--- config.mk ---
export PLATFORM = sky130hd
export DESIGN_NAME = sbts_top
export DESIGN_NICKNAME = d
export VERILOG_FILES = /design/src/hw/sbts_pkg.sv /design/src/hw/sbts_bit_timer.sv /design/src/hw/sbts_deglitch.sv /design/src/hw/sbts_top.sv
export VERILOG_INCLUDE_DIRS = /design/src /design/src/hw
export SDC_FILE = /design/constraint.sdc
export NUM_CORES = 1
export LEC_CHECK = 0
export ABC_AREA = 1
export CAP_MARGIN = 20
export CORE_MARGIN = 2
export CORE_UTILIZATION = 65
export DETAILED_ROUTE_END_ITERATION = 10
export DONT_BUFFER_PORTS = 1
export PLACE_DENSITY = 0.81
export SYNTH_ARGS = -nofsm -noshare
export SYNTH_HDL_FRONTEND = slang
export SYNTH_SLANG_ARGS = --single-unit
--- constraint.sdc ---
create_clock -name CLK -period 9.75 [get_ports CLK]
set_input_delay 2.925 -clock CLK [delete_from_list [all_inputs] [get_ports CLK]]
set_output_delay 2.925 -clock CLK [all_outputs]
set_load 0.005 [all_outputs]
--- src/hw/sbts_regs.svh ---
`ifndef SBTS_REGS_SVH
`define SBTS_REGS_SVH

// Clock period of the sampling clock, 125 MHz
`define SBTS_CLK_PERIOD_NS      8

// Sample position in percent of the bit period
`define SBTS_POS_DEFAULT        7'h4B
`define SBTS_POS_MAX            7'h63
`define SBTS_PERCENT_FULL       100

// Smallest sync-break length in bit clocks
`define SBTS_LIN_BREAK_FLOOR    5'h0D

// Recessive bits that count as an idle bus before a frame start
`define SBTS_IDLE_BITS          4'hB

// Equal bits after which the transmitter inserts a stuff bit
`define SBTS_STUFF_LIMIT        3'h5

// Bit indices after the frame start (the frame start itself is index 0)
`define SBTS_BASE_FIRST_IDX     6'h01
`define SBTS_BASE_LAST_IDX      6'h0B
`define SBTS_IDE_IDX            6'h0D
`define SBTS_EXT_FIRST_IDX      6'h0E
`define SBTS_EXT_LAST_IDX       6'h1F

// Noise-rejection hold time, least time so the count rounds up
`define SBTS_REJECT_TIME_NS     40
`define SBTS_REJECT_CYCLES      ((`SBTS_REJECT_TIME_NS + `SBTS_CLK_PERIOD_NS - 1) / `SBTS_CLK_PERIOD_NS)

// Auto-mode wait before a forced trigger, longest time so it rounds down
`define SBTS_AUTO_TIMEOUT_US    1000
`define SBTS_AUTO_TIMEOUT_CYCLES ((`SBTS_AUTO_TIMEOUT_US * 1000) / `SBTS_CLK_PERIOD_NS)

`endif

--- src/hw/sbts_pkg.sv ---
package sbts_pkg;

  // Which protocol the trigger watches
  typedef enum logic [0:0] {
    SBTS_TRIG_CAN = 1'h0,
    SBTS_TRIG_LIN = 1'h1
  } sbts_trig_type;

  // Observed bus view; only the high line is dominant-high
  typedef enum logic [2:0] {
    SBTS_SIG_CANH = 3'h0,
    SBTS_SIG_CANL = 3'h1,
    SBTS_SIG_RX   = 3'h2,
    SBTS_SIG_TX   = 3'h3,
    SBTS_SIG_DIFF = 3'h4
  } sbts_signal_type;

  // Sweep mode of the sequencer
  typedef enum logic [1:0] {
    SBTS_SWEEP_NORMAL = 2'h0,
    SBTS_SWEEP_AUTO   = 2'h1,
    SBTS_SWEEP_SINGLE = 2'h2
  } sbts_sweep_type;

  // Reported status
  typedef enum logic [1:0] {
    SBTS_STAT_SEARCH  = 2'h0,
    SBTS_STAT_TRIGD   = 2'h1,
    SBTS_STAT_STOPPED = 2'h2
  } sbts_status_type;

  // Single-wire bus protocol revision
  typedef enum logic [1:0] {
    SBTS_LIN_REV13 = 2'h0,
    SBTS_LIN_REV20 = 2'h1,
    SBTS_LIN_REV21 = 2'h2
  } sbts_linrev_type;

  // Sequencer states
  typedef enum logic [1:0] {
    SBTS_ST_ARMED = 2'h0,
    SBTS_ST_HOLD  = 2'h1,
    SBTS_ST_STOP  = 2'h2
  } sbts_state_type;

endpackage : sbts_pkg

--- src/hw/sbts_bit_timer.sv ---
`timescale 1ns/100ps
`include "sbts_regs.svh"

// Bit timer: counts the bit period from the last resync edge and
// pulses once per bit at the chosen sample position.
module sbts_bit_timer #(
  parameter int PW = 16                   // Width of the bit period
) (
  input  wire logic          clk,
  input  wire logic          rst,
  input  wire logic          resync,      // Edge that starts a bit
  input  wire logic [PW-1:0] period,      // Clock cycles per bit
  input  wire logic [6:0]    position,    // Sample point in percent
  output logic               sample_tick
);

  logic [PW-1:0]   cnt;                   // Cycles into the current bit
  logic            tick_q;                // Sample point reached last cycle
  wire  [PW+6:0]   product;
  wire  [PW-1:0]   sample_at;
  wire             wrap;

  // Sample point is period * percent / 100, measured from bit start
  assign product   = period * position;
  assign sample_at = PW'(product / (PW+7)'(`SBTS_PERCENT_FULL));
  assign wrap      = cnt >= period - 1'b1;

  // Count the bit; an edge restarts it so timing tracks the bus
  always_ff @(posedge clk or posedge rst) begin
    if (rst) begin
      cnt <= '0;
    end else if (resync) begin
      cnt <= {{(PW-1){1'b0}}, 1'b1};
    end else if (wrap) begin
      cnt <= '0;
    end else begin
      cnt <= cnt + 1'b1;
    end
  end

  // One pulse per bit
  always_ff @(posedge clk or posedge rst) begin
    if (rst) begin
      tick_q <= 1'b0;
    end else begin
      tick_q <= !resync && cnt == sample_at;
    end
  end

  // A pulse that meets a resync edge is stale: it would sample the new
  // bit at its very start and miscount a break or misread a bit
  assign sample_tick = tick_q && !resync;

endmodule : sbts_bit_timer

--- src/hw/sbts_deglitch.sv ---
`timescale 1ns/100ps
`include "sbts_regs.svh"

// Time hysteresis: the output follows the input only after it has
// disagreed for a whole hold time, so short noise spikes never pass.
module sbts_deglitch #(
  parameter int CW = 4                    // Counter width
) (
  input  wire logic clk,
  input  wire logic rst,
  input  wire logic enable,               // Noise rejection on
  input  wire logic din,
  output logic      dout
);

  logic [CW-1:0] cnt;                     // Cycles of disagreement
  wire  [CW-1:0] need;                    // Required disagreement, minus one
  wire           differ;

  // With rejection off a single cycle of disagreement is enough
  assign need   = enable ? CW'(`SBTS_REJECT_CYCLES - 1) : {CW{1'b0}};
  assign differ = din != dout;

  // Flip only once the disagreement has lasted long enough
  always_ff @(posedge clk or posedge rst) begin
    if (rst) begin
      cnt  <= '0;
      dout <= 1'b0;
    end else if (differ && cnt >= need) begin
      cnt  <= '0;
      dout <= din;
    end else if (differ) begin
      cnt  <= cnt + 1'b1;
    end else begin
      cnt  <= '0;
    end
  end

endmodule : sbts_deglitch

--- src/hw/sbts_top.sv ---
// Notes on behaviour
// RULE_01: CAN mode triggers on frame-start bit, both formats.
// RULE_02: Signal setting picks bus view and polarity.
// RULE_03: Bits timed from configurable bit-rate setting.
// RULE_04: Sample at percent of bit, default 75.
// RULE_05: Standard select: 11-bit or 29-bit identifier decoding.
// RULE_06: LIN mode triggers on sync-break rising exit.
// RULE_07: Minimum break length selectable, at least 13.
// RULE_08: LIN revision setting: 1.3, 2.0 or 2.1.
// RULE_09: Normal mode captures only on met condition.
// RULE_10: Auto mode forces trigger when none found.
// RULE_11: Single mode captures once, stops, rearms on run.
// RULE_12: Status reports triggered, searching or stopped.
// RULE_13: Holdoff after trigger ignores events, then rearms.
// RULE_14: Noise rejection adds hysteresis to detection.
// RULE_15: Frame start accepted only after idle bus.
// RULE_16: Break measured in bit periods before rising edge.
`timescale 1ns/100ps
`include "sbts_regs.svh"

module sbts_top #(
  parameter int PW          = 16,                         // Bit period width
  parameter int AUTO_CYCLES = `SBTS_AUTO_TIMEOUT_CYCLES   // Auto-mode wait
) (
  input  wire logic                     CLK,
  input  wire logic                     RST,
  input  wire logic                     BUS_CANH,
  input  wire logic                     BUS_CANL,
  input  wire logic                     BUS_RX,
  input  wire logic                     BUS_TX,
  input  wire logic                     BUS_DIFF,
  input  wire sbts_pkg::sbts_trig_type   TRIG_TYPE,
  input  wire sbts_pkg::sbts_signal_type SIGNAL_SEL,
  input  wire logic [PW-1:0]            BIT_PERIOD,
  input  wire logic [6:0]               BIT_SAMPLE_POSITION,
  input  wire logic                     CAN_EXTENDED,
  input  wire logic [4:0]               LIN_BREAK_MIN,
  input  wire sbts_pkg::sbts_linrev_type LIN_REVISION,
  input  wire sbts_pkg::sbts_sweep_type  SWEEP_MODE,
  input  wire logic                     RUN_CMD,
  input  wire logic [31:0]              HOLDOFF_CYCLES,
  input  wire logic                     NOISE_REJECT,
  output logic                          CAPTURE_REQ,
  output logic                          CAPTURE_FORCED,
  output sbts_pkg::sbts_status_type     STATUS,
  output logic [28:0]                   FRAME_ID,
  output logic                          FRAME_ID_VALID,
  output logic                          FRAME_EXTENDED,
  output sbts_pkg::sbts_linrev_type     LIN_FRAME_REV
);
  import sbts_pkg::*;

  // ---------------- Bus view and polarity ----------------
  wire        sel_view;                   // Chosen digitised view
  wire        dom_raw;                    // One while the bus is dominant
  logic       dom;                        // Filtered dominant level
  logic       dom_q;                      // Dominant level one cycle back
  wire        fall_edge;                  // Recessive to dominant
  wire        rise_edge;                  // Dominant to recessive

  assign sel_view = (SIGNAL_SEL == SBTS_SIG_CANH) ? BUS_CANH :
                    (SIGNAL_SEL == SBTS_SIG_CANL) ? BUS_CANL :
                    (SIGNAL_SEL == SBTS_SIG_RX)   ? BUS_RX   :
                    (SIGNAL_SEL == SBTS_SIG_TX)   ? BUS_TX   : BUS_DIFF;
  // Only the high line is dominant-high; every other view is inverted
  assign dom_raw  = (SIGNAL_SEL == SBTS_SIG_CANH) ? sel_view : !sel_view; // RULE_02

  // Hysteresis in time; costs a few cycles of latency when enabled
  sbts_deglitch #(.CW(4)) u_reject (
    .clk    (CLK),
    .rst    (RST),
    .enable (NOISE_REJECT),               // RULE_14
    .din    (dom_raw),
    .dout   (dom)
  );

  // Edge history of the filtered level
  always_ff @(posedge CLK or posedge RST) begin
    if (RST) begin
      dom_q <= 1'b0;
    end else begin
      dom_q <= dom;
    end
  end

  assign fall_edge = dom && !dom_q;
  assign rise_edge = !dom && dom_q;

  // ---------------- Bit timing ----------------
  wire [6:0]  pos_eff;                    // Sample position in use
  wire        tick;                       // One pulse per bit at sample point

  // Out-of-range positions fall back to the default
  assign pos_eff = (BIT_SAMPLE_POSITION == 7'h00 || BIT_SAMPLE_POSITION > `SBTS_POS_MAX) ?
                   `SBTS_POS_DEFAULT : BIT_SAMPLE_POSITION;       // RULE_04

  // Every recessive-to-dominant edge resynchronises the bit clock
  sbts_bit_timer #(.PW(PW)) u_timer (
    .clk         (CLK),
    .rst         (RST),
    .resync      (fall_edge),
    .period      (BIT_PERIOD),            // RULE_03
    .position    (pos_eff),
    .sample_tick (tick)
  );

  // ---------------- CAN idle and frame start ----------------
  logic [3:0] idle_cnt;                   // Recessive bits seen in a row
  wire        bus_idle;
  wire        sof_evt;

  assign bus_idle = idle_cnt == `SBTS_IDLE_BITS;

  // Count recessive samples up to the idle threshold
  always_ff @(posedge CLK or posedge RST) begin
    if (RST) begin
      idle_cnt <= 4'h0;
    end else if (tick && dom) begin
      idle_cnt <= 4'h0;
    end else if (tick && !bus_idle) begin
      idle_cnt <= idle_cnt + 4'h1;        // RULE_15
    end
  end

  // Dominant bits inside a frame never look like a start
  assign sof_evt = (TRIG_TYPE == SBTS_TRIG_CAN) && fall_edge && bus_idle; // RULE_01 RULE_15

  // ---------------- CAN identifier decoding ----------------
  logic        in_frame;                  // Decoding an arbitration field
  logic [5:0]  bit_idx;                   // Data bits taken since frame start
  logic [2:0]  run_len;                   // Equal bits in a row
  logic        last_bit;
  logic [28:0] id_sh;                     // Identifier, first bit highest
  wire         data_bit;                  // Logic bit value; dominant is zero
  wire         stuff_bit;
  wire         take;
  wire         shift_en;
  wire         at_ide;
  wire         ide_mismatch;
  wire         base_done;
  wire         ext_done;
  wire         frame_end;
  wire [2:0]   next_run;

  assign data_bit  = !dom;
  // A bit after five equal ones is stuffing and carries no data
  assign stuff_bit = run_len == `SBTS_STUFF_LIMIT;
  assign take      = in_frame && tick && !stuff_bit;
  assign shift_en  = take && ((bit_idx >= `SBTS_BASE_FIRST_IDX &&
                               bit_idx <= `SBTS_BASE_LAST_IDX) ||
                              bit_idx >= `SBTS_EXT_FIRST_IDX);
  assign at_ide    = take && bit_idx == `SBTS_IDE_IDX;
  // Format flag has to match the chosen standard
  assign ide_mismatch = at_ide && (data_bit != CAN_EXTENDED);        // RULE_05
  assign base_done = at_ide && !CAN_EXTENDED && !data_bit;
  assign ext_done  = take && CAN_EXTENDED && bit_idx == `SBTS_EXT_LAST_IDX;
  assign frame_end = base_done || ext_done || ide_mismatch;
  assign next_run  = (stuff_bit || data_bit != last_bit) ? 3'h1 : run_len + 3'h1;

  // Frame decode state; the frame-start bit is index zero
  always_ff @(posedge CLK or posedge RST) begin
    if (RST) begin
      in_frame <= 1'b0;
      bit_idx  <= 6'h00;
      run_len  <= 3'h0;
      last_bit <= 1'b0;
    end else if (sof_evt) begin
      in_frame <= 1'b1;
      bit_idx  <= 6'h00;
      run_len  <= 3'h0;
      last_bit <= 1'b0;
    end else if (in_frame && tick) begin
      in_frame <= !frame_end;
      bit_idx  <= take ? bit_idx + 6'h01 : bit_idx;
      run_len  <= next_run;
      last_bit <= data_bit;
    end
  end

  // Identifier shifter
  always_ff @(posedge CLK or posedge RST) begin
    if (RST) begin
      id_sh <= 29'h0;
    end else if (shift_en) begin
      id_sh <= {id_sh[27:0], data_bit};
    end
  end

  // Identifier result, held until the next one
  always_ff @(posedge CLK or posedge RST) begin
    if (RST) begin
      FRAME_ID       <= 29'h0;
      FRAME_ID_VALID <= 1'b0;
      FRAME_EXTENDED <= 1'b0;
    end else begin
      FRAME_ID_VALID <= base_done || ext_done;
      if (base_done) begin
        FRAME_ID       <= {18'h0, id_sh[10:0]};
        FRAME_EXTENDED <= 1'b0;
      end else if (ext_done) begin
        FRAME_ID       <= {id_sh[27:0], data_bit};
        FRAME_EXTENDED <= 1'b1;
      end
    end
  end

  // ---------------- LIN sync break ----------------
  logic [4:0] dom_cnt;                    // Dominant bit periods in a row
  wire  [4:0] break_min;
  wire        lin_evt;

  // Settings below the floor are raised to it
  assign break_min = (LIN_BREAK_MIN < `SBTS_LIN_BREAK_FLOOR) ?
                     `SBTS_LIN_BREAK_FLOOR : LIN_BREAK_MIN;         // RULE_07
  assign lin_evt   = (TRIG_TYPE == SBTS_TRIG_LIN) && rise_edge &&
                     dom_cnt >= break_min;                         // RULE_06 RULE_16

  // Saturating count of dominant samples; a rising edge ends the run
  always_ff @(posedge CLK or posedge RST) begin
    if (RST) begin
      dom_cnt <= 5'h00;
    end else if (rise_edge || (tick && !dom)) begin
      dom_cnt <= 5'h00;
    end else if (tick && dom_cnt != 5'h1F) begin
      dom_cnt <= dom_cnt + 5'h01;         // RULE_16
    end
  end

  // ---------------- Sweep sequencer ----------------
  sbts_state_type  st;
  sbts_state_type  next_st;
  sbts_status_type next_status;
  logic [31:0]     hold_cnt;              // Holdoff cycles left
  logic [31:0]     auto_cnt;              // Cycles armed without a trigger
  wire             fire;
  wire             timeout;
  wire             force_trig;
  wire             take_trig;

  assign fire       = sof_evt || lin_evt;
  assign timeout    = auto_cnt == 32'(AUTO_CYCLES - 1);
  // Forced capture keeps auto mode running on a quiet bus
  assign force_trig = st == SBTS_ST_ARMED && !fire && timeout &&
                      SWEEP_MODE == SBTS_SWEEP_AUTO;               // RULE_10
  // Events outside the armed state are dropped
  assign take_trig  = st == SBTS_ST_ARMED && (fire || force_trig); // RULE_09 RULE_13

  // Next state
  always_comb begin
    case (st)
      SBTS_ST_ARMED: next_st = !take_trig ? SBTS_ST_ARMED :
                               (SWEEP_MODE == SBTS_SWEEP_SINGLE) ? SBTS_ST_STOP :
                               SBTS_ST_HOLD;                       // RULE_11
      SBTS_ST_HOLD:  next_st = (hold_cnt == 32'h0) ? SBTS_ST_ARMED : SBTS_ST_HOLD; // RULE_13
      SBTS_ST_STOP:  next_st = RUN_CMD ? SBTS_ST_ARMED : SBTS_ST_STOP;  // RULE_11
      default:       next_st = SBTS_ST_ARMED;
    endcase
  end

  // Next status: a real trigger wins over the quiet-bus timeout
  always_comb begin
    if (take_trig && SWEEP_MODE == SBTS_SWEEP_SINGLE) begin
      next_status = SBTS_STAT_STOPPED;    // RULE_12
    end else if (take_trig && fire) begin
      next_status = SBTS_STAT_TRIGD;
    end else if (st == SBTS_ST_ARMED && timeout) begin
      next_status = SBTS_STAT_SEARCH;
    end else if (st == SBTS_ST_STOP && RUN_CMD) begin
      next_status = SBTS_STAT_SEARCH;
    end else begin
      next_status = STATUS;
    end
  end

  // State and capture outputs
  always_ff @(posedge CLK or posedge RST) begin
    if (RST) begin
      st             <= SBTS_ST_ARMED;
      STATUS         <= SBTS_STAT_SEARCH;
      CAPTURE_REQ    <= 1'b0;
      CAPTURE_FORCED <= 1'b0;
    end else begin
      st             <= next_st;
      STATUS         <= next_status;
      CAPTURE_REQ    <= take_trig;        // RULE_09
      CAPTURE_FORCED <= force_trig;
    end
  end

  // Holdoff countdown; zero still gives one cycle in hold
  always_ff @(posedge CLK or posedge RST) begin
    if (RST) begin
      hold_cnt <= 32'h0;
    end else if (take_trig) begin
      hold_cnt <= HOLDOFF_CYCLES;         // RULE_13
    end else if (st == SBTS_ST_HOLD && hold_cnt != 32'h0) begin
      hold_cnt <= hold_cnt - 32'h1;
    end
  end

  // Quiet-bus timer, runs only while armed
  always_ff @(posedge CLK or posedge RST) begin
    if (RST) begin
      auto_cnt <= 32'h0;
    end else if (st != SBTS_ST_ARMED || take_trig || timeout) begin
      auto_cnt <= 32'h0;
    end else begin
      auto_cnt <= auto_cnt + 32'h1;
    end
  end

  // Revision in force when a sync break fired a capture
  always_ff @(posedge CLK or posedge RST) begin
    if (RST) begin
      LIN_FRAME_REV <= SBTS_LIN_REV13;
    end else if (take_trig && lin_evt) begin
      LIN_FRAME_REV <= LIN_REVISION;      // RULE_08
    end
  end
endmodule : sbts_top

==> results by group <==
Timing
  • Number of failing setup endpoints in the final timing report: 1
  • Setup skew after layout: 0.0145 ns
  • Slew @ Worst Pin: 0.868 ns
  • Max Freq: 72.0 MHz
  • Worst relative slew slack: 42.0%
  • PnR worst setup slack: -4.13 ns
  • Count of final hold-check violations: 0
  • Share of the cycle needed by the critical path after routing: 142%
  • Unrepaired setup endpoints after global routing: true
  • Tmin final: 13.88 ns
  • Final-report max-slew violation count: 0

Placement
  • Routability Congestion: 0.918
  • Detail Placement HPWL: 30000 um
  • Count of input and output buffers: 0
  • Worst slack, placed: -4.58 ns

Worst setup path
  • Max Fanout on Critical Path: 6
  • Cell with the largest stage delay on the worst path: sky130_fd_sc_hd__fa_1
  • Cell repeated most along the worst path: sky130_fd_sc_hd__nand2_4
  • Arrival time at the worst endpoint: 14.20 ns
  • Worst setup path startpoint: BIT_SAMPLE_POSITION[0]
  • Crit path launch type: input pin
  • WS Path Type: input pin to register
  • Capturing element of the worst setup path: u_timer.tick_q
  • Crit Reg-Reg Startpoint: u_reject.dout
  • Setup slack of the worst register-to-register path: 5.56 ns
  • Crit path capture type: register
  • Critical path's largest stage delay: 0.53 ns
  • Data required time at the worst endpoint: 10.07 ns
  • Number of cells on the worst reg-to-reg path: 13
  • R2R Path End: hold_cnt[23]

Floorplan
  • Floorplan core area: 0.0242 mm^2
  • # rows: 57
  • Number of primary I/O pins: 115
  • Floorplan die height: 161 um
  • Initial standard-cell utilization of the core: 66.1%
  • Chip Width: 161 um
  • Die ar.: 0.0259 mm^2

Final layout
  • Fill cells: 1636
  • Number of antenna cells inserted: 0
  • Layout cell share with drive strength beyond 1: 22.1%
  • Final layout net count: 2602
  • Area taken by multi-input logic gates: 0.0107 mm^2
  • Leading cell type in the layout, fill and taps excluded: sky130_fd_sc_hd__nand2_1
  • Area used by sequential logic in the layout: 0.00435 mm^2
  • Area delta synth->final: 19.7%
  • Highest-count cells in the layout ignoring fill and taps: sky130_fd_sc_hd__nand2_1 (485), sky130_fd_sc_hd__inv_1 (368), sky130_fd_sc_hd__buf_4 (190), sky130_fd_sc_hd__dfrtp_1 (174), sky130_fd_sc_hd__nor2_1 (172)

Logic synthesis
  • Area of the mapped netlist: 0.0160 mm^2
  • Synthesized net count: 2429
  • EDFF count, synth: 0
  • Sequential cell area fraction in the yosys report: 27.2%
  • Synth async-reset ratio: 100%
  • Predominant post-synthesis flop cell: sky130_fd_sc_hd__dfrtp_1
  • Post-Syn Area per Cell: 7.27 um^2
  • Mapped Cells: 2204
  • Proportion of netlist area held by the largest area contributor: 27.2%
  • Library cell occupying the most area in the post-synthesis netlist: sky130_fd_sc_hd__dfrtp_1
  • Top cells by area in the synthesized netlist: sky130_fd_sc_hd__dfrtp_1 (27%), sky130_fd_sc_hd__nand2_1 (12%), sky130_fd_sc_hd__inv_1 (8.8%), sky130_fd_sc_hd__fa_1 (8.6%), sky130_fd_sc_hd__ha_1 (6.1%)
  • Synth unique cells: 56
  • Total number of yosys warnings: 0
  • Synthesis-stage register bit count: 174

CTS
  • Clock tree from TritonCTS: done
  • Master cell of the clock root buffer: sky130_fd_sc_hd__clkbuf_16
  • Deepest level of the CTS H-tree: 4
  • Clock-pin slew on the worst setup and hold paths: 0.07 ns
  • Clock buffers created by TritonCTS: 17
  • Number of clock sinks seen by CTS: 174
  • Max Root-Sink Buffers: 2
  • Hold buffer count at cts: 0
  • Clock latency on the worst-skew pair: 0.44 ns

Global routing
  • Wire length of the first global-routing pass: 70000 um
  • Via count of the first global-routing pass: 15600
  • Gr ovfl total: 0
  • Initial antenna violation count: 0
  • Total global-route track usage: 32.5%
  • Pin count of the biggest net entering global routing: 94

Min path
  • Min-Delay Path Class: register to register

Run status
  • Status: finished with violations
  • Violations in the final reports: negative setup slack

Drt
  • Total wire length after detailed routing: 41100 um
  • Detailed-routing iteration count for the pre-antenna-repair pass: 6
  • Detailed router's first-iteration violation count: 1307
  • Total vias in the final route: 15200
  • Post-DRT Antenna Nets: 0
  • Drt drc: 0
  • Average vias per placed instance: 5.60
  • Final routed wire length divided by cell count: 15.2 um

Run
  • Number of max-capacitance violations reported: 0
-- kinds of logic (layout without fill, tap and decap cells) --
logic type / count (synthesis) / after routing / share of synthesized area, %
simple gates: 1082 / 1086 / 32.7
buf+inv: 463 / 645 / 10.9
compound gates: 243 / 243 / 9.10
flops: 174 / 174 / 27.2
fa+ha+maj: 147 / 147 / 14.7
xor+xnor: 93 / 93 / 5.25
mux: 2 / 2 / 0.141
-- repair_timing --
item / CTS / global route
gates resized for setup: 73 / 3
buffers inserted: 19 / 2
pin swaps: 70 / 5
gates cloned: 4 / 0
endpoints found under the setup margin: 1 / 1
-- per-stage QoR --
stage	TNS [ns]	cell area, um^2	util, %	hold slack [ns]	cells
floorplan	-3.68	16500	-	0.352	2204
global placement	-4.08	18000	74.3	0.446	2655
detailed placement	-4.58	18000	74.3	0.457	2655
CTS	-3.87	19100	78.8	0.467	2710
global route	-4.93	19200	79.1	0.503	2714
finish	-4.13	19200	79.1	0.465	2714
-- cell usage after synthesis, drive strengths merged, types with 43 or more instances --
cell type,count
dfrtp,174
ha,78
fa,69
nand2,618
inv,411
xor2,77
o21ai,112
a21oi,58
nor2,207
nand4,43
nand3,133
nor3,46
-- sequential cells by signal, indices dropped and copies added (netlist names), 2 cells and up --
| name | cells |
|---|---|
| FRAME_ID | 29 |
| STATUS | 2 |
| run_len | 3 |
| u_reject.cnt | 4 |
| bit_idx | 6 |
| idle_cnt | 4 |
| st | 2 |
| id_sh | 28 |
| hold_cnt | 32 |
| auto_cnt | 32 |
| u_timer.cnt | 16 |
| dom_cnt | 5 |
| LIN_FRAME_REV | 2 |
-- critical path: cells and delay by family --
kind            cells  cell delay, ns
simple gates       83            7.70
fa+ha+maj           5            2.30
buf+inv             6            0.65
compound gates      3            0.57
-- metal layers --
metal | wire length [um] | part of all wire (%) | vias to the layer above | GRT usage [%]
met5 | 0 | 0 | - | 0
met1 | 16000 | 39 | 7217 | 38.0
met3 | 2470 | 6.0 | 123 | 5.03
met2 | 21300 | 52 | 544 | 60.0
li1 | - | - | 7307 | -
met4 | 1360 | 3.3 | 0 | 12.5
-- worst min-delay path by stage --
stage                  startpoint          end  slack, ns  depth (start not counted)
floorplan           u_reject.dout        dom_q       0.35                          0
global placement      auto_cnt[0]  auto_cnt[0]       0.45                          1
detailed placement    auto_cnt[0]  auto_cnt[0]       0.46                          1
CTS                   auto_cnt[0]  auto_cnt[0]       0.47                          1
global route          auto_cnt[0]  auto_cnt[0]       0.50                          1
finish                auto_cnt[0]  auto_cnt[0]       0.46                          1
-- area by class of cell --
cell class / count / area share, %
clock inverter: 15 / 0.972
inverter: 418 / 8.29
tap: 324 / 2.11
multi-input combinational: 1571 / 55.8
timing repair buffer: 195 / 7.93
clock buffer: 17 / 2.22
sequential: 174 / 22.7
Power is left out: the tool's default activity adds up to more than one toggle a clock period on the data nets, which glitch-free logic cannot reach.
